## config.mk

```make
export PLATFORM = sky130hd
export DESIGN_NAME = ebp_top
export DESIGN_NICKNAME = d
export VERILOG_FILES = /design/src/pkg/ebp_pkg.sv /design/src/pkg/ebp_split_if.sv /design/src/logic/ebp_splitter.sv /design/src/logic/ebp_top.sv
export VERILOG_INCLUDE_DIRS = /design/src /design/src/pkg
export SDC_FILE = /design/constraint.sdc
export NUM_CORES = 1
export LEC_CHECK = 0
export BUFFER_PORTS_ARGS = -buffer_cell sky130_fd_sc_hd__buf_2
export CAP_MARGIN = 20
export CORE_ASPECT_RATIO = 0.8
export CORE_MARGIN = 5
export CORE_UTILIZATION = 30
export CTS_BUF_LIST = sky130_fd_sc_hd__clkbuf_4 sky130_fd_sc_hd__clkbuf_8
export DETAILED_ROUTE_END_ITERATION = 6
export PLACE_DENSITY_LB_ADDON = 0.12
export SETUP_SLACK_MARGIN = 0.02
export SYNTH_ARGS = -nofsm -noshare
export SYNTH_HDL_FRONTEND = slang
export SYNTH_SLANG_ARGS = --single-unit
```

## constraint.sdc

```tcl
create_clock -name clk -period 9.8 [get_ports clk]
set_clock_uncertainty 0.1 [all_clocks]
set_input_delay 0.98 -clock clk [delete_from_list [all_inputs] [get_ports clk]]
set_output_delay 0.98 -clock clk [all_outputs]
set_load 0.05 [all_outputs]
```

## src/pkg/ebp_regs.svh

```systemverilog
// Register offsets, field positions, reset values and address map of the bus sequencer.
`ifndef EBP_REGS_SVH
`define EBP_REGS_SVH
`define EBP_REG_CTRL   4'h0
`define EBP_REG_STAT   4'h4
`define EBP_CTRL_RST   8'h00
`define EBP_ASW_LSB    0
`define EBP_AHW_LSB    4
`define EBP_AREA_LSB   24
`define EBP_EXT_BASE   32'h0010_0000
`define EBP_RAM_BASE   32'h03FF_0000
`define EBP_PERI_BASE  32'h03FF_F000
`endif

```

## src/pkg/ebp_pkg.sv

```systemverilog
// Types shared by the bus sequencer and its operand splitter.
package ebp_pkg;
	typedef enum logic [1:0] {EBP_BYTE, EBP_HALF, EBP_WORD} ebp_size_t;
	typedef enum logic [2:0] {ST_IDLE, ST_T1H, ST_ASW, ST_T1L, ST_AHW, ST_T2, ST_HOLD} ebp_state_t;
	typedef enum logic [1:0] {SRC_OP, SRC_BR, SRC_SQ} ebp_src_t;
endpackage

```

## src/pkg/ebp_split_if.sv

```systemverilog
// Interface between the sequencer and the misaligned operand splitter.
`timescale 1ns/100ps
`default_nettype none
interface ebp_split_if import ebp_pkg::*; ();
	logic      [1:0] addr_lo;
	ebp_size_t       size;
	logic      [1:0] idx;
	logic      [1:0] count;
	logic      [1:0] offset;
	ebp_size_t       width;
	logic      [1:0] lanes;
	modport split (input addr_lo, input size, input idx,
		output count, output offset, output width, output lanes);
	modport user (output addr_lo, output size, output idx,
		input count, input offset, input width, input lanes);
endinterface
`default_nettype wire

```

## src/logic/ebp_splitter.sv

```systemverilog
// Splits one operand into ordered byte and halfword bus cycles on a 16-bit bus.
`timescale 1ns/100ps
`default_nettype none
module ebp_splitter import ebp_pkg::*; (
	ebp_split_if.split sif
);
	logic sub_lsb;

	always_comb begin
		sif.count  = 2'h1;
		sif.offset = 2'h0;
		sif.width  = sif.size;
		case (sif.size)
			EBP_HALF: begin
				if (sif.addr_lo[0]) begin
					sif.count  = 2'h2;
					sif.width  = EBP_BYTE;
					sif.offset = {1'b0, sif.idx[0]};
				end
			end
			EBP_WORD: begin
				if (sif.addr_lo[0]) begin
					sif.count = 2'h3;
					case (sif.idx)
						2'h0: begin
							sif.width  = EBP_BYTE;
							sif.offset = 2'h0;
						end
						2'h1: begin
							sif.width  = EBP_HALF;
							sif.offset = 2'h1;
						end
						default: begin
							sif.width  = EBP_BYTE;
							sif.offset = 2'h3;
						end
					endcase
				end else begin
					sif.count  = 2'h2;
					sif.width  = EBP_HALF;
					sif.offset = {sif.idx[0], 1'b0};
				end
			end
			default: begin
			end
		endcase
	end

	// An odd sub-address puts a byte on the upper lane.
	assign sub_lsb = sif.addr_lo[0] ^ sif.offset[0];

	always_comb begin
		if (sif.width == EBP_BYTE) begin
			sif.lanes = sub_lsb ? 2'h2 : 2'h1;
		end else begin
			sif.lanes = 2'h3;
		end
	end
endmodule
`default_nettype wire

```

## src/logic/ebp_top.sv

```systemverilog
// External bus priority sequencer with misaligned operand splitting and address waits.
// Behaviour
// - Grant order is bus hold, operand access, branch fetch, then successive fetch.
// - An instruction fetch may slip between the read and write of read-modify-write.
// - No fetch or bus hold is let in between sub-cycles of one operand.
// - Halfword and word operands are accepted at any byte address.
// - An odd halfword goes out as two byte cycles.
// - An odd word goes out as byte, halfword, byte, in that order.
// - A word at address ending 10 goes out as two halfword cycles.
// - No successive prefetch is issued into the peripheral register space.
// - Successive fetch never runs from internal ROM into external memory.
// - An enabled setup wait stretches the high phase of the first state by one clock.
// - An enabled hold wait stretches the low phase of the first state by one clock.
`timescale 1ns/100ps
`default_nettype none
`include "ebp_regs.svh"
module ebp_top import ebp_pkg::*; (
	input  wire logic        clk,
	input  wire logic        reset_n,
	input  wire logic        ce,
	input  wire logic [3:0]  avs_address,
	input  wire logic        avs_read,
	input  wire logic        avs_write,
	input  wire logic [31:0] avs_writedata,
	input  wire logic [3:0]  avs_byteenable,
	output logic      [31:0] avs_readdata,
	output logic             avs_waitrequest,
	input  wire logic        bus_hold_request_n,
	output logic             bus_hold_ack_n,
	input  wire logic        op_req,
	input  wire logic [31:0] op_addr,
	input  wire ebp_size_t   op_size,
	input  wire logic        op_write,
	input  wire logic        op_rmw_rd,
	input  wire logic [31:0] op_wdata,
	output logic             op_done,
	output logic      [31:0] op_rdata,
	input  wire logic        br_req,
	input  wire logic [31:0] br_addr,
	output logic             br_done,
	input  wire logic        sq_req,
	input  wire logic [31:0] sq_addr,
	output logic             sq_done,
	output logic             sq_refused,
	output logic      [31:0] bus_addr,
	output logic      [1:0]  bus_lanes,
	output logic             bus_write,
	output logic      [15:0] bus_wdata,
	input  wire logic [15:0] bus_rdata,
	output logic             bus_ale,
	output logic             bus_strobe,
	output logic             bus_active
);
	// ************************************************************
	// Registers and combinational next values
	// ************************************************************
	ebp_state_t  state_ff, nxt_state;
	ebp_src_t    src_ff, nxt_src;
	ebp_size_t   size_ff, nxt_size;
	logic [31:0] base_ff, nxt_base;
	logic [31:0] wdata_ff, nxt_wdata;
	logic        wr_ff, nxt_wr;
	logic [1:0]  idx_ff, nxt_idx;
	logic [1:0]  cur_off_ff;
	logic        cur_byte_ff, cur_lsb_ff;
	logic [7:0]  ctrl_ff;
	logic        rmw_pend_ff, last_rom_ff;
	logic        hreq_s1_ff, hreq_s2_ff;
	logic        start, finish, refuse, hold_req, sq_bad, fetch_ok, settle;
	logic [3:0]  asw_vec, ahw_vec;
	logic [1:0]  area;
	logic [31:0] seg;
	logic [1:0]  strobe_cnt_ff;
	ebp_split_if sif ();

	ebp_splitter u_split (
		.sif (sif.split)
	);

	assign sif.addr_lo = nxt_base[1:0];
	assign sif.size    = nxt_size;
	assign sif.idx     = nxt_idx;

	// The hold request comes from another master and is synchronised first.
	always_ff @(posedge clk) begin
		if (!reset_n) begin
			hreq_s1_ff <= 1'b0;
			hreq_s2_ff <= 1'b0;
		end else if (ce) begin
			hreq_s1_ff <= ~bus_hold_request_n;
			hreq_s2_ff <= hreq_s1_ff;
		end
	end

	assign hold_req = hreq_s2_ff;
	assign area     = bus_addr[`EBP_AREA_LSB +: 2];
	assign asw_vec  = ctrl_ff[`EBP_ASW_LSB +: 4];
	assign ahw_vec  = ctrl_ff[`EBP_AHW_LSB +: 4];
	assign sq_bad   = (sq_addr >= `EBP_PERI_BASE)
		|| (last_rom_ff && sq_addr >= `EBP_EXT_BASE && sq_addr < `EBP_RAM_BASE);
	assign fetch_ok = br_req || (sq_req && !sq_bad);
	// A requester drops its level only after it has seen its pulse, so no request is taken then.
	assign settle   = op_done || br_done || sq_done || sq_refused;

	// ************************************************************
	// Arbitration and bus cycle sequencing
	// ************************************************************
	always_comb begin
		nxt_state = state_ff;
		nxt_src   = src_ff;
		nxt_size  = size_ff;
		nxt_base  = base_ff;
		nxt_wdata = wdata_ff;
		nxt_wr    = wr_ff;
		nxt_idx   = idx_ff;
		start     = 1'b0;
		finish    = 1'b0;
		refuse    = 1'b0;
		case (state_ff)
			ST_IDLE: begin
				if (hold_req) begin
					nxt_state = ST_HOLD;
				end else if (settle) begin
					nxt_state = ST_IDLE;
				end else if (op_req && !(rmw_pend_ff && fetch_ok)) begin
					nxt_src   = SRC_OP;
					nxt_base  = op_addr;
					nxt_size  = op_size;
					nxt_wr    = op_write;
					nxt_wdata = op_wdata;
					start     = 1'b1;
				end else if (br_req) begin
					nxt_src  = SRC_BR;
					nxt_base = br_addr;
					nxt_size = EBP_HALF;
					nxt_wr   = 1'b0;
					start    = 1'b1;
				end else if (sq_req) begin
					if (sq_bad) begin
						refuse = 1'b1;
					end else begin
						nxt_src  = SRC_SQ;
						nxt_base = sq_addr;
						nxt_size = EBP_HALF;
						nxt_wr   = 1'b0;
						start    = 1'b1;
					end
				end
				if (start) begin
					nxt_idx   = 2'h0;
					nxt_state = ST_T1H;
				end
			end
			ST_T1H: begin
				nxt_state = asw_vec[area] ? ST_ASW : ST_T1L;
			end
			ST_ASW: begin
				nxt_state = ST_T1L;
			end
			ST_T1L: begin
				nxt_state = ahw_vec[area] ? ST_AHW : ST_T2;
			end
			ST_AHW: begin
				nxt_state = ST_T2;
			end
			ST_T2: begin
				if (idx_ff == 2'(sif.count - 2'h1)) begin
					finish    = 1'b1;
					nxt_state = ST_IDLE;
				end else begin
					nxt_idx   = 2'(idx_ff + 2'h1);
					start     = 1'b1;
					nxt_state = ST_T1H;
				end
			end
			ST_HOLD: begin
				if (!hold_req) begin
					nxt_state = ST_IDLE;
				end
			end
			default: begin
				nxt_state = ST_IDLE;
			end
		endcase
	end

	always_ff @(posedge clk) begin
		if (!reset_n) begin
			state_ff <= ST_IDLE;
			src_ff   <= SRC_OP;
			size_ff  <= EBP_BYTE;
			base_ff  <= 32'h0000_0000;
			wdata_ff <= 32'h0000_0000;
			wr_ff    <= 1'b0;
			idx_ff   <= 2'h0;
		end else if (ce) begin
			state_ff <= nxt_state;
			src_ff   <= nxt_src;
			size_ff  <= nxt_size;
			base_ff  <= nxt_base;
			wdata_ff <= nxt_wdata;
			wr_ff    <= nxt_wr;
			idx_ff   <= nxt_idx;
		end
	end

	// ************************************************************
	// External bus outputs
	// ************************************************************
	assign seg = nxt_wdata >> {sif.offset, 3'h0};

	always_ff @(posedge clk) begin
		if (!reset_n) begin
			bus_addr    <= 32'h0000_0000;
			bus_lanes   <= 2'h0;
			bus_write   <= 1'b0;
			bus_wdata   <= 16'h0000;
			cur_off_ff  <= 2'h0;
			cur_byte_ff <= 1'b0;
			cur_lsb_ff  <= 1'b0;
		end else if (ce && start) begin
			bus_addr    <= nxt_base + {30'h0, sif.offset};
			bus_lanes   <= sif.lanes;
			bus_write   <= nxt_wr;
			bus_wdata   <= (sif.width == EBP_BYTE && sif.lanes == 2'h2) ?
				{seg[7:0], 8'h00} : seg[15:0];
			cur_off_ff  <= sif.offset;
			cur_byte_ff <= (sif.width == EBP_BYTE);
			cur_lsb_ff  <= (sif.lanes == 2'h2);
		end
	end

	always_ff @(posedge clk) begin
		if (!reset_n) begin
			bus_ale        <= 1'b0;
			bus_strobe     <= 1'b0;
			bus_active     <= 1'b0;
			bus_hold_ack_n <= 1'b1;
		end else if (ce) begin
			bus_ale        <= (nxt_state == ST_T1H) || (nxt_state == ST_ASW);
			bus_strobe     <= (nxt_state == ST_T2);
			bus_active     <= (nxt_state != ST_IDLE) && (nxt_state != ST_HOLD);
			bus_hold_ack_n <= (nxt_state != ST_HOLD);
		end
	end

	// Read bytes are placed by operand offset so the CPU sees one assembled word.
	always_ff @(posedge clk) begin
		if (!reset_n) begin
			op_rdata <= 32'h0000_0000;
		end else if (ce && state_ff == ST_T2 && src_ff == SRC_OP && !wr_ff) begin
			if (cur_byte_ff) begin
				op_rdata[{cur_off_ff, 3'h0} +: 8] <= cur_lsb_ff ? bus_rdata[15:8] : bus_rdata[7:0];
			end else begin
				op_rdata[{cur_off_ff, 3'h0} +: 16] <= bus_rdata;
			end
		end
	end

	// ************************************************************
	// Completion pulses and fetch history
	// ************************************************************
	always_ff @(posedge clk) begin
		if (!reset_n) begin
			op_done    <= 1'b0;
			br_done    <= 1'b0;
			sq_done    <= 1'b0;
			sq_refused <= 1'b0;
		end else if (ce) begin
			op_done    <= finish && src_ff == SRC_OP;
			br_done    <= finish && src_ff == SRC_BR;
			sq_done    <= finish && src_ff == SRC_SQ;
			sq_refused <= refuse;
		end
	end

	always_ff @(posedge clk) begin
		if (!reset_n) begin
			rmw_pend_ff <= 1'b0;
			last_rom_ff <= 1'b0;
		end else if (ce) begin
			if (finish && src_ff == SRC_OP && op_rmw_rd) begin
				rmw_pend_ff <= 1'b1;
			end else if (start && state_ff == ST_IDLE) begin
				rmw_pend_ff <= 1'b0;
			end
			if (start && state_ff == ST_IDLE && nxt_src != SRC_OP) begin
				last_rom_ff <= (nxt_base < `EBP_EXT_BASE);
			end
		end
	end

	// ************************************************************
	// Avalon-MM slave
	// ************************************************************
	// The answer always takes two edges; data is loaded on the same edge that waitrequest falls.
	always_ff @(posedge clk) begin
		if (!reset_n) begin
			avs_waitrequest <= 1'b1;
			avs_readdata    <= 32'h0000_0000;
			ctrl_ff         <= `EBP_CTRL_RST;
		end else if (ce) begin
			if ((avs_read || avs_write) && avs_waitrequest) begin
				avs_waitrequest <= 1'b0;
				case (avs_address)
					`EBP_REG_CTRL: avs_readdata <= {24'h0, ctrl_ff};
					`EBP_REG_STAT: avs_readdata <= {27'h0, rmw_pend_ff, last_rom_ff,
						idx_ff != 2'h0, state_ff == ST_HOLD, state_ff != ST_IDLE};
					default:       avs_readdata <= 32'h0000_0000;
				endcase
			end else begin
				avs_waitrequest <= 1'b1;
				if (avs_write && !avs_waitrequest && avs_address == `EBP_REG_CTRL
					&& avs_byteenable[0]) begin
					ctrl_ff <= avs_writedata[7:0];
				end
			end
		end
	end

	// ************************************************************
	// Checks
	// ************************************************************
	always_ff @(posedge clk) begin
		if (!reset_n) begin
			strobe_cnt_ff <= 2'h0;
		end else if (ce) begin
			if (start && state_ff == ST_IDLE) begin
				strobe_cnt_ff <= 2'h0;
			end else if (state_ff == ST_T2) begin
				strobe_cnt_ff <= 2'(strobe_cnt_ff + 2'h1);
			end
		end
	end
endmodule
`default_nettype wire

```

==> Word-level counts from Yosys, hierarchy flattened <==
Index checks and enable logic that the tools add are counted.
Widths: inputs -> output; s select.
{ "word_totals": {"ff_bits": 214, "input_bits": 197} }
{ "op_classes": {"eq_ne": 18, "n_shift": 5, "reduce_logical": 46, "order_cmp": 5, "add_sub_neg": 4, "mux": 87, "bitwise_logic": 3} }
{ "op_table": {"columns": ["cell", "n"], "rows": [
  ["$mux 32", 12],
  ["$bwmux 32", 2],
  ["$mux 2", 21],
  ["$mux 1", 36],
  ["$add 32x2->32", 1],
  ["$ge 32x21->1 const B", 1],
  ["$ge 32x26->1 const B", 1],
  ["$lt 32x21->1 const B", 1],
  ["$lt 32x26->1 const B", 1],
  ["$shift 16x7->32 const A", 1],
  ["$shift 8x7->32 const A", 1],
  ["$shiftx 16x7->32", 1],
  ["$shiftx 8x7->32", 1],
  ["$shr 32x5->16", 1],
  ["$logic_and 1x1->1", 21],
  ["$pmux 3 s7", 1],
  ["$pmux 2 s2", 5],
  ["$mux 16", 1],
  ["$pmux 8 s2", 1],
  ["$eq 3x3->1 const B", 4],
  ["$mux 3", 4],
  ["$eq 3x2->1 const B", 3],
  ["$mux 8", 1],
  ["$logic_or 1x1->1", 7],
  ["22 further kinds", 39]
]} }

==> Logic depth before layout (Yosys ltp) <==
Gate-level depths: netlist (run 1).
{ "logic_depth": {"word_depth": 30, "ltp_mapped": 33} }

==> Modules after synthesis <==
From an unflattened synthesis (run 1), not the netlist that was laid out.
{ "hier_totals": {"hier_cells": 1423, "area_unflattened_um2": 11252.0} }
{ "modules_own_cells": {"columns": ["module", "cells_per_inst", "area_each_um2", "n_inst"], "rows": [
  ["ebp_top", 1397, 11084.4, 1],
  ["ebp_splitter", 26, 167.7, 1]
]} }

==> Worst setup path after synthesis (run 1) <==
Ideal clock, no wire load.
{ "synth_timing": {"path_type": "input port to flip-flop", "startpoint": "input sq_addr[22]", "endpoint": "register bus_addr[24]", "path_stages": 32, "arrival_time_ps": 7083, "setup_time_ps": 115, "setup_slack_ps": 2502, "cell_sequence": "nand4_1 > or4_1 > o211a_4 > buf_8 > buf_12 > buf_12 > buf_4 > o21ai_0 > a22oi_1 > nor2_1 > ha_1 > inv_1 > nand2_1 > nor2_1 > o2111ai_1 > a2bb2oi_1 > a311o_1 > o21ai_1 > a32oi_4 > inv_2 > clkbuf_1 > ha_1 > fa_1 > inv_1 > a221o_1 > nor4_1 > or4b_1 > buf_2 > nor3_2 > xnor2_1 > o21ai_1 > and2_1"} }
{ "synth_between": {"elab_chain_cells": 25, "word_cells_on_any_way": 53} }
{ "synth_rtl": {"columns": ["item", "line_no", "text"], "rows": [
  ["start, declared", "ebp_top.sv:42", "input wire logic [31:0] sq_addr,"],
  ["$ge 32x21->1 (no line)", null, null],
  ["$logic_and 1x1->1 (no line) (2 in a row)", null, null],
  ["$logic_or 1x1->1 (*)", "ebp_top.sv:99", "assign sq_bad = (sq_addr >= `EBP_PERI_BASE)"],
  ["$logic_not 1->1", "ebp_top.sv:101", "assign fetch_ok = br_req || (sq_req && !sq_bad);"],
  ["$logic_and 1x1->1", "ebp_top.sv:101", null],
  ["$logic_or 1x1->1", "ebp_top.sv:101", null],
  ["$logic_and 1x1->1", "ebp_top.sv:125", "end else if (op_req && !(rmw_pend_ff && fetch_ok)) begin"],
  ["$logic_not 1->1", "ebp_top.sv:125", null],
  ["[... 5 more ...]", null, null],
  ["via nxt_size[1]", "ebp_top.sv:59", "ebp_size_t size_ff, nxt_size;"],
  ["[... 4 more ...]", null, null],
  ["$mux 2", "ebp_top.sv:167", "if (idx_ff == 2'(sif.count - 2'h1)) begin"],
  ["$pmux 2 s2", "ebp_top.sv:119", "case (state_ff)"],
  ["$eq 2x1->1 / $logic_not 2->1 (equally long branches)", "ebp_splitter.sv:24", "case (sif.idx)"],
  ["$pmux 2 s2", "ebp_splitter.sv:24", null],
  ["$mux 2", "ebp_splitter.sv:22", "if (sif.addr_lo[0]) begin"],
  ["$pmux 2 s2 (*)", "ebp_splitter.sv:13", "case (sif.size)"],
  ["via sif.offset[0]", "ebp_split_if.sv:9", "logic [1:0] offset;"],
  ["$add 32x2->32 (*)", "ebp_top.sv:222", "bus_addr <= nxt_base + {30'h0, sif.offset};"],
  ["end signal, assigned", "ebp_top.sv:222", null],
  ["end, declared", "ebp_top.sv:45", "output logic [31:0] bus_addr,"]
]} }
Mark *: on every way through the listed nets, which the timed path passes. The rest lies on a longest branch. The select of a mux whose other input is x is not followed.
A chain may end at the register's enable or synchronous reset.

==> Final worst setup path (run 1) <==
{ "layout_timing": {"startpoint": "input sq_addr[22]", "endpoint": "register bus_addr[31]"} }
{ "layout_between": {"elab_chain_cells": 25, "word_cells_on_any_way": 53} }
{ "layout_rtl": {"columns": ["item", "line_no"], "rows": [
  ["$ge 32x21->1 (no line)", null],
  ["$logic_and 1x1->1 (no line) (2 in a row)", null],
  ["$logic_or 1x1->1 (*)", "ebp_top.sv:99"],
  ["$logic_not 1->1", "ebp_top.sv:101"],
  ["$logic_and 1x1->1", "ebp_top.sv:101"],
  ["$logic_or 1x1->1", "ebp_top.sv:101"],
  ["$logic_and 1x1->1", "ebp_top.sv:125"],
  ["$logic_not 1->1", "ebp_top.sv:125"],
  ["[... 5 more ...]", null],
  ["via nxt_size[0]", "ebp_top.sv:59"],
  ["[... 3 more ...]", null],
  ["$eq 2x2->1", "ebp_top.sv:167"],
  ["$mux 2", "ebp_top.sv:167"],
  ["$pmux 2 s2", "ebp_top.sv:119"],
  ["$eq 2x1->1 / $logic_not 2->1 (equally long branches)", "ebp_splitter.sv:24"],
  ["$pmux 2 s2", "ebp_splitter.sv:24"],
  ["$mux 2", "ebp_splitter.sv:22"],
  ["$pmux 2 s2", "ebp_splitter.sv:13"],
  ["$add 32x2->32", "ebp_top.sv:222"]
]} }
Marked as above.

==> results of run 1 <==
-- Yosys cell counts, types with 7 or more instances --
cell	count	area (um^2)
nand2_1	213	800
dfxtp_1	190	3800
nor2_1	150	563
a21oi_1	97	485
clkbuf_1	73	274
mux2i_1	69	691
o21ai_0	52	260
a22oi_1	42	315
a211oi_1	36	270
buf_4	30	225
nand3_1	30	150
nor3_1	27	135
xnor2_1	24	210
inv_1	19	71.3
o211ai_1	17	128
o221ai_1	17	149
a222oi_1	16	160
and2_1	13	81.3
o211a_1	13	130
o21ai_1	13	65.1
ha_1	12	150
mux2_2	12	135
nand2b_1	12	75.1
o22ai_1	12	75.1
nor4_1	11	68.8
o2111ai_1	10	87.6
a31oi_1	9	56.3
and3_1	8	50.1
nand4_1	8	50.1
or4_1	8	60.1
a32oi_1	7	61.3
buf_2	7	35.0
or2_2	7	43.8
-- per-stage QoR --
stage | hold WS [ns] | total power [mW] | cells | setup WS, ns | area, um^2
global placement | 0.338 | 1.42 | 2039 | 1.30 | 12500
finish | 0.356 | 1.96 | 2074 | 1.76 | 13000
global route | 0.376 | 2.07 | 2074 | 1.19 | 13000
floorplan | 0.333 | 1.25 | 1387 | 2.50 | 11000
CTS | 0.358 | 1.98 | 2070 | 1.77 | 12900
detailed placement | 0.341 | 1.42 | 2039 | 1.22 | 12500
-- final cells by class --
cell class              instances  area [um^2]  share of cell area [%]
clock buffers                  19          255                    1.97
clock inverters                12          136                    1.05
well taps                     480          601                    4.64
multi-input cells            1056         6520                    50.3
repair buffers                295         1550                    12.0
flip-flops and latches        190         3800                    29.4
inverters                      22         85.1                   0.657
-- layer usage --
metal / GRT usage [%] / vias up / wire length, um
li1: - / 5367 / -
met5: 0 / - / 27
met3: 3.65 / 31 / 1990
met2: 30.2 / 271 / 18300
met4: 3.45 / 4 / 407
met1: 28.6 / 5131 / 20000
-- critical path: cells and delay by family --
family	cells	cell delay, ns
adder cells (fa/ha/maj)	2	0.53
AND/OR/NAND/NOR	11	3.50
AO/OA/AOI/OAI	11	2.23
buffers and inverters	5	1.01
-- worst min path at each step --
stage                      start            to  slack (ns)  cells after the start
floorplan           wdata_ff[10]  wdata_ff[10]        0.33                      2
global placement    bus_addr[18]  bus_addr[18]        0.34                      2
detailed placement  bus_wdata[7]  bus_wdata[7]        0.34                      2
CTS                 bus_addr[13]  bus_addr[13]        0.36                      2
global route        bus_addr[13]  bus_addr[13]        0.38                      2
finish              bus_addr[13]  bus_addr[13]        0.36                      2
-- state kept, by name, summed over array words and instances (netlist names), 2 cells and up --
register / cells
bus_lanes: 2
size_ff: 2
bus_wdata: 16
wdata_ff: 32
cur_off_ff: 2
ctrl_ff: 8
op_rdata: 32
state_ff: 3
src_ff: 2
avs_readdata: 8
base_ff: 32
bus_addr: 32
idx_ff: 2
-- cells by family after synthesis --
logic type | Yosys count
xor gates and xnor gates | 27
muxes | 83
adders and majority gates | 14
DFF | 190
AOI/OAI and AO/OA | 391
buffers and inverters | 141
and+or+nand+nor | 517
other | 1
-- power by group --
| group | leakage [nW] | internal (mW) | switching, mW |
|---|---|---|---|
| registers | 1.55 | 0.812 | 0.0320 |
| clock network | 0.186 | 0.237 | 0.318 |
| logic | 3.42 | 0.178 | 0.386 |
==> run summary, run 1 <==
Vias in the first global route = 10445
Leak = 5.15 nW
CP Capture Point = bus_addr[31]
Post-synthesis sequential area ratio = 34.8%
CP Launch Type = input pin
# Max-Cap Violations = 0
# DRC = 9
CP Max Fanout = 26
Total grt overflow = 0
Post-synthesis compound-gate area fraction = 25.5%
Vias after detailed routing = 10804
Final Cycle Share = 82.1%
Rel. slew slack = 27.4%
TritonRoute pass-1 iters = 7
# nets final = 1792
Reg2reg path depth = 27
Reg clk slew, reported paths = 0.10 ns
WL final = 40700 um
Initial drt markers = 855
Floorplan row count = 62
Setup Fix Bufs, Post-CTS = 0
Final Util = 36.1%
Antenna Nets Post-Route = 0
Status = complete, but fails checks
Worst ir drop on vdd = 74.3 uV
Crit Reg-Reg Endpoint = bus_addr[31]
Post_cts resized = 0
Slew @ Worst Pin = 1.08 ns
Largest net degree at the start of global routing = 84
Pwr per Cell Area = 151 nW/um^2
Hold-fix buffers at CTS = 0
Post-layout minimum cycle time = 8.04 ns
Fmax = 124 MHz
Crit path launch = sq_addr[22]
Yosys warning total = 0
Hold crit path type = flip-flop to flip-flop
Port Buffer Count = 269
Antenna Cells = 0
Required @ worst endpoint = 10.04 ns
Syn Area/Cell = 8.01 um^2
Worst skew pair latency = 0.50 ns
Worst EP arrival = 8.28 ns
Seq cells post-synth = 190
Num CTS Buffers = 17
Max clock buf depth = 2
Total core area = 35900 um^2
Commonest non-fill, non-tap cell in the layout = buf_2
Synth Area in Adders = 1.65%
Tot GR Track Use = 19.5%
Die Y = 181 um
Final Hold Fails = 0
Setup total negative slack = 0 ns
Mux share of post-synthesis cell area = 7.97%
Mapped Area = 10900 um^2
RSZ-0062 raised after global routing = false
Share of layout cells above drive strength 1 = 23.7%
Setup violators final = 0
Critical R2R Launch = state_ff[2]
Cell count after synthesis = 1364
Ys async rst share = 0%
Post-synth EDFFs = 0
Largest family of logic cells by synthesized area = compound AO/OA/AOI/OAI gates
Synth Flop Type = dfxtp_1
Clk sink count = 190
Final HPWL DP = 29500 um
Wire length per cell = 19.6 um
Number of fill cells in the layout = 3849
First-pass GRT wire length = 62800 um
CTS tree = built
Vias per cell = 5.21
Most frequent cells in the layout = 270 x buf_2, 213 x nand2_1, 190 x dfxtp_1, 149 x nor2_1, 97 x a21oi_1
Crit-path slowest cell = or4_1
Distinct cells, synth = 79
Initial Utilization = 30.4%
CTS Root Cell = clkbuf_8
CTS HTree Levels = 4
Largest stage delay, worst path = 0.61 ns
Area Overhead vs Synth = 18.6%
Initial antenna violation count = 4
Crit. End Element = flip-flop
Fin. max-slew vios = 0
Simple-gate share of the synthesized area = 21.4%
R2R setup slack = 2.22 ns
DIE AREA = 40300 um^2
RePlAce Congestion = 0.825
Synth Area in XOR/XNOR = 2.17%
Failing checks = design-rule violations
Worst setup path category = input pin to flip-flop
Ports = 321
Die width = 223 um
No activity file was read; power rests on OpenSTA's default activity.
==> inputs of run 2 (changes only) <==
Clock period 9.8 ns to 6.93 ns, I/O delays scaled along.
==> run 2 against run 1 <==
  * The flow now finishes without violations
  * Non-clock buffer count increased by 20
  * Final area increased by 1.2%
  * Routed wire length increased by 0.45%
  * Die area unchanged
  * Combinational power increased by 48%
  * Critical path depth decreased by 2
  * Sequential cell count unchanged
  * Global-route usage about the same
  * Clock power increased by 34%
==> run summary, run 2 (synthesis results as in run 1) <==
Max clock buf depth = 2 (unchanged)
RSZ-0062 raised after global routing = false (unchanged)
R2R setup slack = 0.48 ns (was 2.22 ns)
Switching power = 1.06 mW (was 0.736 mW)
Multi-input gate area = 6540 um^2 (was 6520 um^2)
Commonest non-fill, non-tap cell in the layout = buf_2 (unchanged)
Total core area = 35900 um^2 (unchanged)
FF+latch area = 3800 um^2 (unchanged)
Slew @ Worst Pin = 1.05 ns (was 1.08 ns)
Vias after detailed routing = 11064 (was 10804)
Final Power = 2.77 mW (was 1.96 mW)
Initial drt markers = 813 (was 855)
Worst skew pair latency = 0.51 ns (was 0.50 ns)
Reg clk slew, reported paths = 0.12 ns (was 0.10 ns)
Crit-path slowest cell = or4_1 (unchanged)
# Max-Cap Violations = 0 (unchanged)
Final setup margin = 0.484 ns (was 1.76 ns)
Final Hold Fails = 0 (unchanged)
Port Buffer Count = 269 (unchanged)
CP Max Fanout = 11 (was 26)
Crit. End Element = flip-flop (unchanged)
Die width = 223 um (unchanged)
Antenna Nets Post-Route = 0 (unchanged)
Leak = 5.25 nW (was 5.15 nW)
Ports = 321 (unchanged)
Worst ir drop on vdd = 109 uV (was 74.3 uV)
Gate power share = 30.2% (was 28.7%)
Initial Utilization = 30.4% (unchanged)
Hold path depth = 3 (was 2)
Num CTS Buffers = 17 (unchanged)
Vias per cell = 5.27 (was 5.21)
# nets final = 1812 (was 1792)
Pwr per Cell Area = 211 nW/um^2 (was 151 nW/um^2)
CTS tree = built (unchanged)
RePlAce Congestion = 0.839 (was 0.825)
Sequential share of power = 43.0% (about the same)
First-pass GRT wire length = 62800 um (about the same)
Worst hold margin = 0.310 ns (was 0.356 ns)
WL final = 40900 um (was 40700 um)
Initial antenna violation count = 5 (was 4)
TritonRoute pass-1 iters = 6 (was 7)
Final Cycle Share = 93.0%
Internal Pwr Total = 1.71 mW (was 1.23 mW)
Wire length per cell = 19.5 um (was 19.6 um)
Final HPWL DP = 30100 um (was 29500 um)
Floorplan row count = 62 (unchanged)
CP Capture Point = bus_addr[31] (unchanged)
Setup violators final = 0 (unchanged)
Largest stage delay, worst path = 0.52 ns (was 0.61 ns)
CTS Root Cell = clkbuf_8 (unchanged)
Switching Share = 38.3% (was 37.5%)
Required @ worst endpoint = 7.18 ns (was 10.04 ns)
Worst setup path category = flip-flop to flip-flop (was input pin to flip-flop)
# DRC = 0 (was 9)
Fmax = 155 MHz
Most frequent cells in the layout = 270 x buf_2, 213 x nand2_1, 190 x dfxtp_1, 149 x nor2_1, 97 x a21oi_1 (unchanged)
Tot GR Track Use = 19.5% (about the same)
Reg2reg path depth = 27 (unchanged)
Fin. max-slew vios = 0 (unchanged)
Status = completed (was complete, but fails checks)
Worst EP arrival = 6.70 ns (was 8.28 ns)
Clk sink count = 190 (unchanged)
Clock power frac = 26.8% (was 28.3%)
Crit Reg-Reg Endpoint = bus_addr[31] (unchanged)
Dpl ws = -0.0371 ns (was 1.22 ns)
Total grt overflow = 0 (unchanged)
Die Y = 181 um (unchanged)
Area Overhead vs Synth = 20.1% (was 18.6%)
Largest net degree at the start of global routing = 87 (was 84)
Number of fill cells in the layout = 3866 (was 3849)
CP Launch Type = flip-flop (was input pin)
Share of layout cells above drive strength 1 = 24.8% (was 23.7%)
Hold-fix buffers at CTS = 0 (unchanged)
Rel. slew slack = 29.9% (was 27.4%)
Post-layout minimum cycle time = 6.45 ns
CTS HTree Levels = 4 (unchanged)
Crit path launch = state_ff[0] (was sq_addr[22])
Critical R2R Launch = state_ff[0] (was state_ff[2])
Vias in the first global route = 10729 (was 10445)
Hold crit path type = input pin to flip-flop (was flip-flop to flip-flop)
DIE AREA = 40300 um^2 (unchanged)
[run 2: changes by cell type in the layout (fill, tap and decap cells not counted), sizes merged]
cell / before / now
buf: 294 / 315
bufinv: 2 / 0
clkinv: 3 / 4
clkinvlp: 5 / 2
diode: 0 / 4
inv: 24 / 28
[run 2: power groups by stage]
stage	Combinational (mW)	Clock (mW)	Sequential [mW]
after detailed placement	0.828	0	1.21
after floorplan	0.488	0	1.29
after global placement	0.824	0	1.21
final	0.835	0.741	1.19
after global routing	0.912	0.808	1.20
after CTS	0.831	0.772	1.19
[run 2: worst min path at each step]
| stage | start | end |
|---|---|---|
| after detailed placement | bus_addr[29] | bus_addr[29] |
| final | op_wdata[24] | wdata_ff[24] |
| after floorplan | wdata_ff[10] | wdata_ff[10] |
| after global placement | bus_addr[7] | bus_addr[7] |
| after CTS | bus_hold_request_n | hreq_s1_ff |
| after global routing | bus_hold_request_n | hreq_s1_ff |
[run 2: repair_timing]
action,4_1_cts,5_1_grt
buffers inserted,0,0
gates resized for setup,0,2
setup endpoints to repair,0,1
[run 2: final cells by class]
class	count	share of cell area, %
antenna	4	0.0763
clock buffer	20	2.10
clock inverter	12	0.744
inverter	22	0.649
multi-input combinational	1056	49.9
sequential	190	29.0
tap	480	4.58
timing repair buffer	315	12.9
[run 2: metrics by stage]
| stage | setup TNS (ns) | instances | cell area (um^2) | utilization [%] |
|---|---|---|---|---|
| floorplan | 0 | 1387 | 11000 | - |
| detailed placement | -0.0371 | 2060 | 12700 | 35.3 |
| CTS | 0 | 2092 | 13100 | 36.4 |
| global route | 0 | 2099 | 13100 | 36.5 |
| finish | 0 | 2099 | 13100 | 36.5 |
| global placement | -0.0152 | 2059 | 12700 | 35.3 |
[run 2: worst max-delay path: cells and delay by family (launching register included)]
family / cells / cell delay (ns)
AND/OR/NAND/NOR: 13 / 3.42
AO/OA/AOI/OAI: 9 / 1.61
adder cells (fa/ha/maj): 2 / 0.58
flip-flops: 1 / 0.31
buffers and inverters: 3 / 0.30
[run 2: routing by layer]
metal | vias to the layer above | global-route usage [%] | wire length (um)
met3 | 27 | 4.33 | 2390
met2 | 307 | 30.3 | 18400
met4 | 2 | 4.58 | 573
met1 | 5314 | 27.6 | 19600
li1 | 5414 | - | -
met5 | - | 0 | 13
==> inputs of run 3 (changes only) <==
Settings changed: PLACE_DENSITY set to 0.62, PLACE_DENSITY_LB_ADDON 0.12 to unset.
==> run 3 against run 2 <==
  * Die area unchanged
  * Register-to-register slack improved by 0.13 ns
  * First-iteration DRC count increased by 45%
  * Non-clock buffer count decreased by 9
  * Routed wire length decreased by 3.5%
  * Combinational power decreased by 0.8%
  * Worst setup slack improved by 0.13 ns
  * Via count increased by 1.1%
==> run summary, run 3 (synthesis results as in run 1) <==
First-pass GRT wire length = 60900 um (was 62800 um)
Worst ir drop on vdd = 109 uV (about the same)
RePlAce Congestion = 0.903 (was 0.839)
CTS tree = built (unchanged)
Vias after detailed routing = 11184 (was 11064)
Ports = 321 (unchanged)
Crit. End Element = flip-flop (unchanged)
Area Overhead vs Synth = 20.4% (was 20.1%)
Max clock buf depth = 2 (unchanged)
Fmax = 158 MHz (was 155 MHz)
Wire length per cell = 18.9 um (was 19.5 um)
Commonest non-fill, non-tap cell in the layout = buf_2 (unchanged)
RSZ-0062 raised after global routing = false (unchanged)
Leak = 5.25 nW (about the same)
Tot GR Track Use = 18.8% (was 19.5%)
# nets final = 1803 (was 1812)
Die Y = 181 um (unchanged)
Hold-fix buffers at CTS = 0 (unchanged)
Number of fill cells in the layout = 3822 (was 3866)
Reg clk slew, reported paths = 0.10 ns (was 0.12 ns)
TritonRoute pass-1 iters = 6 (unchanged)
Antenna Nets Post-Route = 0 (unchanged)
Die width = 223 um (unchanged)
Initial Utilization = 30.4% (unchanged)
Worst setup path category = flip-flop to flip-flop (unchanged)
Vias in the first global route = 10694 (was 10729)
Port Buffer Count = 269 (unchanged)
Setup total negative slack = 0 ns (unchanged)
Pwr per Cell Area = 218 nW/um^2 (was 211 nW/um^2)
Worst EP arrival = 6.64 ns (was 6.70 ns)
CTS Root Cell = clkbuf_8 (unchanged)
Final Power = 2.87 mW (was 2.77 mW)
Clk sink count = 190 (unchanged)
Num CTS Buffers = 17 (unchanged)
Total grt overflow = 0 (unchanged)
Rel. slew slack = 27.9% (was 29.9%)
Multi-input gate area = 6540 um^2 (unchanged)
CTS HTree Levels = 4 (unchanged)
Floorplan row count = 62 (unchanged)
Final Hold Fails = 0 (unchanged)
Required @ worst endpoint = 7.25 ns (was 7.18 ns)
Setup violators final = 0 (unchanged)
Largest net degree at the start of global routing = 88 (was 87)
WL final = 39500 um (was 40900 um)
Initial drt markers = 1181 (was 813)
Total core area = 35900 um^2 (unchanged)
Slew @ Worst Pin = 1.08 ns (was 1.05 ns)
# DRC = 0 (unchanged)
DIE AREA = 40300 um^2 (unchanged)
Final HPWL DP = 29100 um (was 30100 um)
Final Cycle Share = 91.1% (was 93.0%)
FF+latch area = 3800 um^2 (unchanged)
Initial antenna violation count = 9 (was 5)
Share of layout cells above drive strength 1 = 24.5% (was 24.8%)
Most frequent cells in the layout = 269 x buf_2, 213 x nand2_1, 190 x dfxtp_1, 149 x nor2_1, 97 x a21oi_1 (was 270 x buf_2, 213 x nand2_1, 190 x dfxtp_1, 149 x nor2_1, 97 x a21oi_1)
Dpl ws = 0.0347 ns (was -0.0371 ns)
CP Launch Type = flip-flop (unchanged)
# Max-Cap Violations = 0 (unchanged)
Status = completed (unchanged)
Final setup margin = 0.618 ns (was 0.484 ns)
Worst skew pair latency = 0.51 ns (about the same)
Hold crit path type = input pin to flip-flop (unchanged)
Post-layout minimum cycle time = 6.31 ns (was 6.45 ns)
CP Max Fanout = 9 (was 11)
Fin. max-slew vios = 0 (unchanged)
Vias per cell = 5.34 (was 5.27)
## run 3: cell count changes in the layout (fill, tap and decap cells not counted), moves of 2 or more
cell,before,now
clkbuf_8,20,18
nor3_2,2,4
clkbuf_4,0,3
nor3_1,27,25
inv_6,5,3
clkinv_2,2,0
bufinv_16,0,4
buf_4,44,35
diode_2,4,8
## run 3: worst paths after layout
check	start	end	slack, ns	cells after the start
max	sq_done	bus_addr[19]	0.62	27
min	bus_hold_request_n	hreq_s1_ff	0.31	2
max reg2reg	sq_done	bus_addr[19]	0.62	27
min reg2reg	wdata_ff[15]	wdata_ff[15]	0.36	2
## run 3: area by class of cell
cell class / count / share of cell area [%]
clock buffer: 21 / 2.05
tap: 480 / 4.57
antenna: 8 / 0.152
sequential: 190 / 28.9
multi-input combinational: 1056 / 49.7
inverter: 22 / 0.647
clock inverter: 11 / 1.35
timing repair buffer: 306 / 12.6
## run 3: layer usage
| layer | vias to the layer above | part of all wire (%) | track usage, % |
|---|---|---|---|
| met1 | 5289 | 45 | 26.7 |
| met3 | 59 | 7.4 | 4.12 |
| li1 | 5381 | - | - |
| met2 | 453 | 45 | 28.3 |
| met5 | - | 0.033 | 0 |
| met4 | 2 | 2.4 | 6.34 |
## run 3: power breakdown
| part | internal [mW] | switching, mW | total (mW) |
|---|---|---|---|
| Clock | 0.419 | 0.431 | 0.849 |
| Sequential | 1.15 | 0.0426 | 1.19 |
| Combinational | 0.270 | 0.558 | 0.828 |
## run 3: repair_timing
| action | CTS | global route |
|---|---|---|
| resized for setup | 0 | 2 |
| buffers inserted | 0 | 0 |
| setup endpoints to repair | 0 | 2 |
## run 3: per-stage QoR
| stage | hold WS [ns] | instance area [um^2] | cells | utilization (%) |
|---|---|---|---|---|
| 2_1_floorplan | 0.333 | 11000 | 1387 | - |
| 3_3_place_gp | 0.338 | 12600 | 2051 | 35.1 |
| 3_5_place_dp | 0.346 | 12600 | 2052 | 35.2 |
| 4_1_cts | 0.261 | 13100 | 2084 | 36.5 |
| 5_1_grt | 0.276 | 13200 | 2094 | 36.6 |
| 6_report | 0.315 | 13200 | 2094 | 36.6 |
## run 3: critical path: stages (launching register included)
cell and delay (ns):
dfxtp_1 0.34, or4_1 0.57, or3_4 0.40, nor2_8 0.17, o21ai_1 0.11, a22oi_1 0.19
nor2_1 0.08, buf_4 0.15, inv_1 0.05, ha_1 0.22, nor2_1 0.09, nor2_1 0.15
o2111ai_1 0.11, a2bb2oi_1 0.16, and3_1 0.25, o311ai_2 0.39, o211ai_1 0.19, nand2_1 0.12
inv_1 0.08, ha_1 0.28, a21oi_1 0.09, a221o_1 0.27, or4_1 0.59, or3_1 0.47
nor4_1 0.25, xnor2_1 0.16, nand2_1 0.07, a21oi_1 0.15
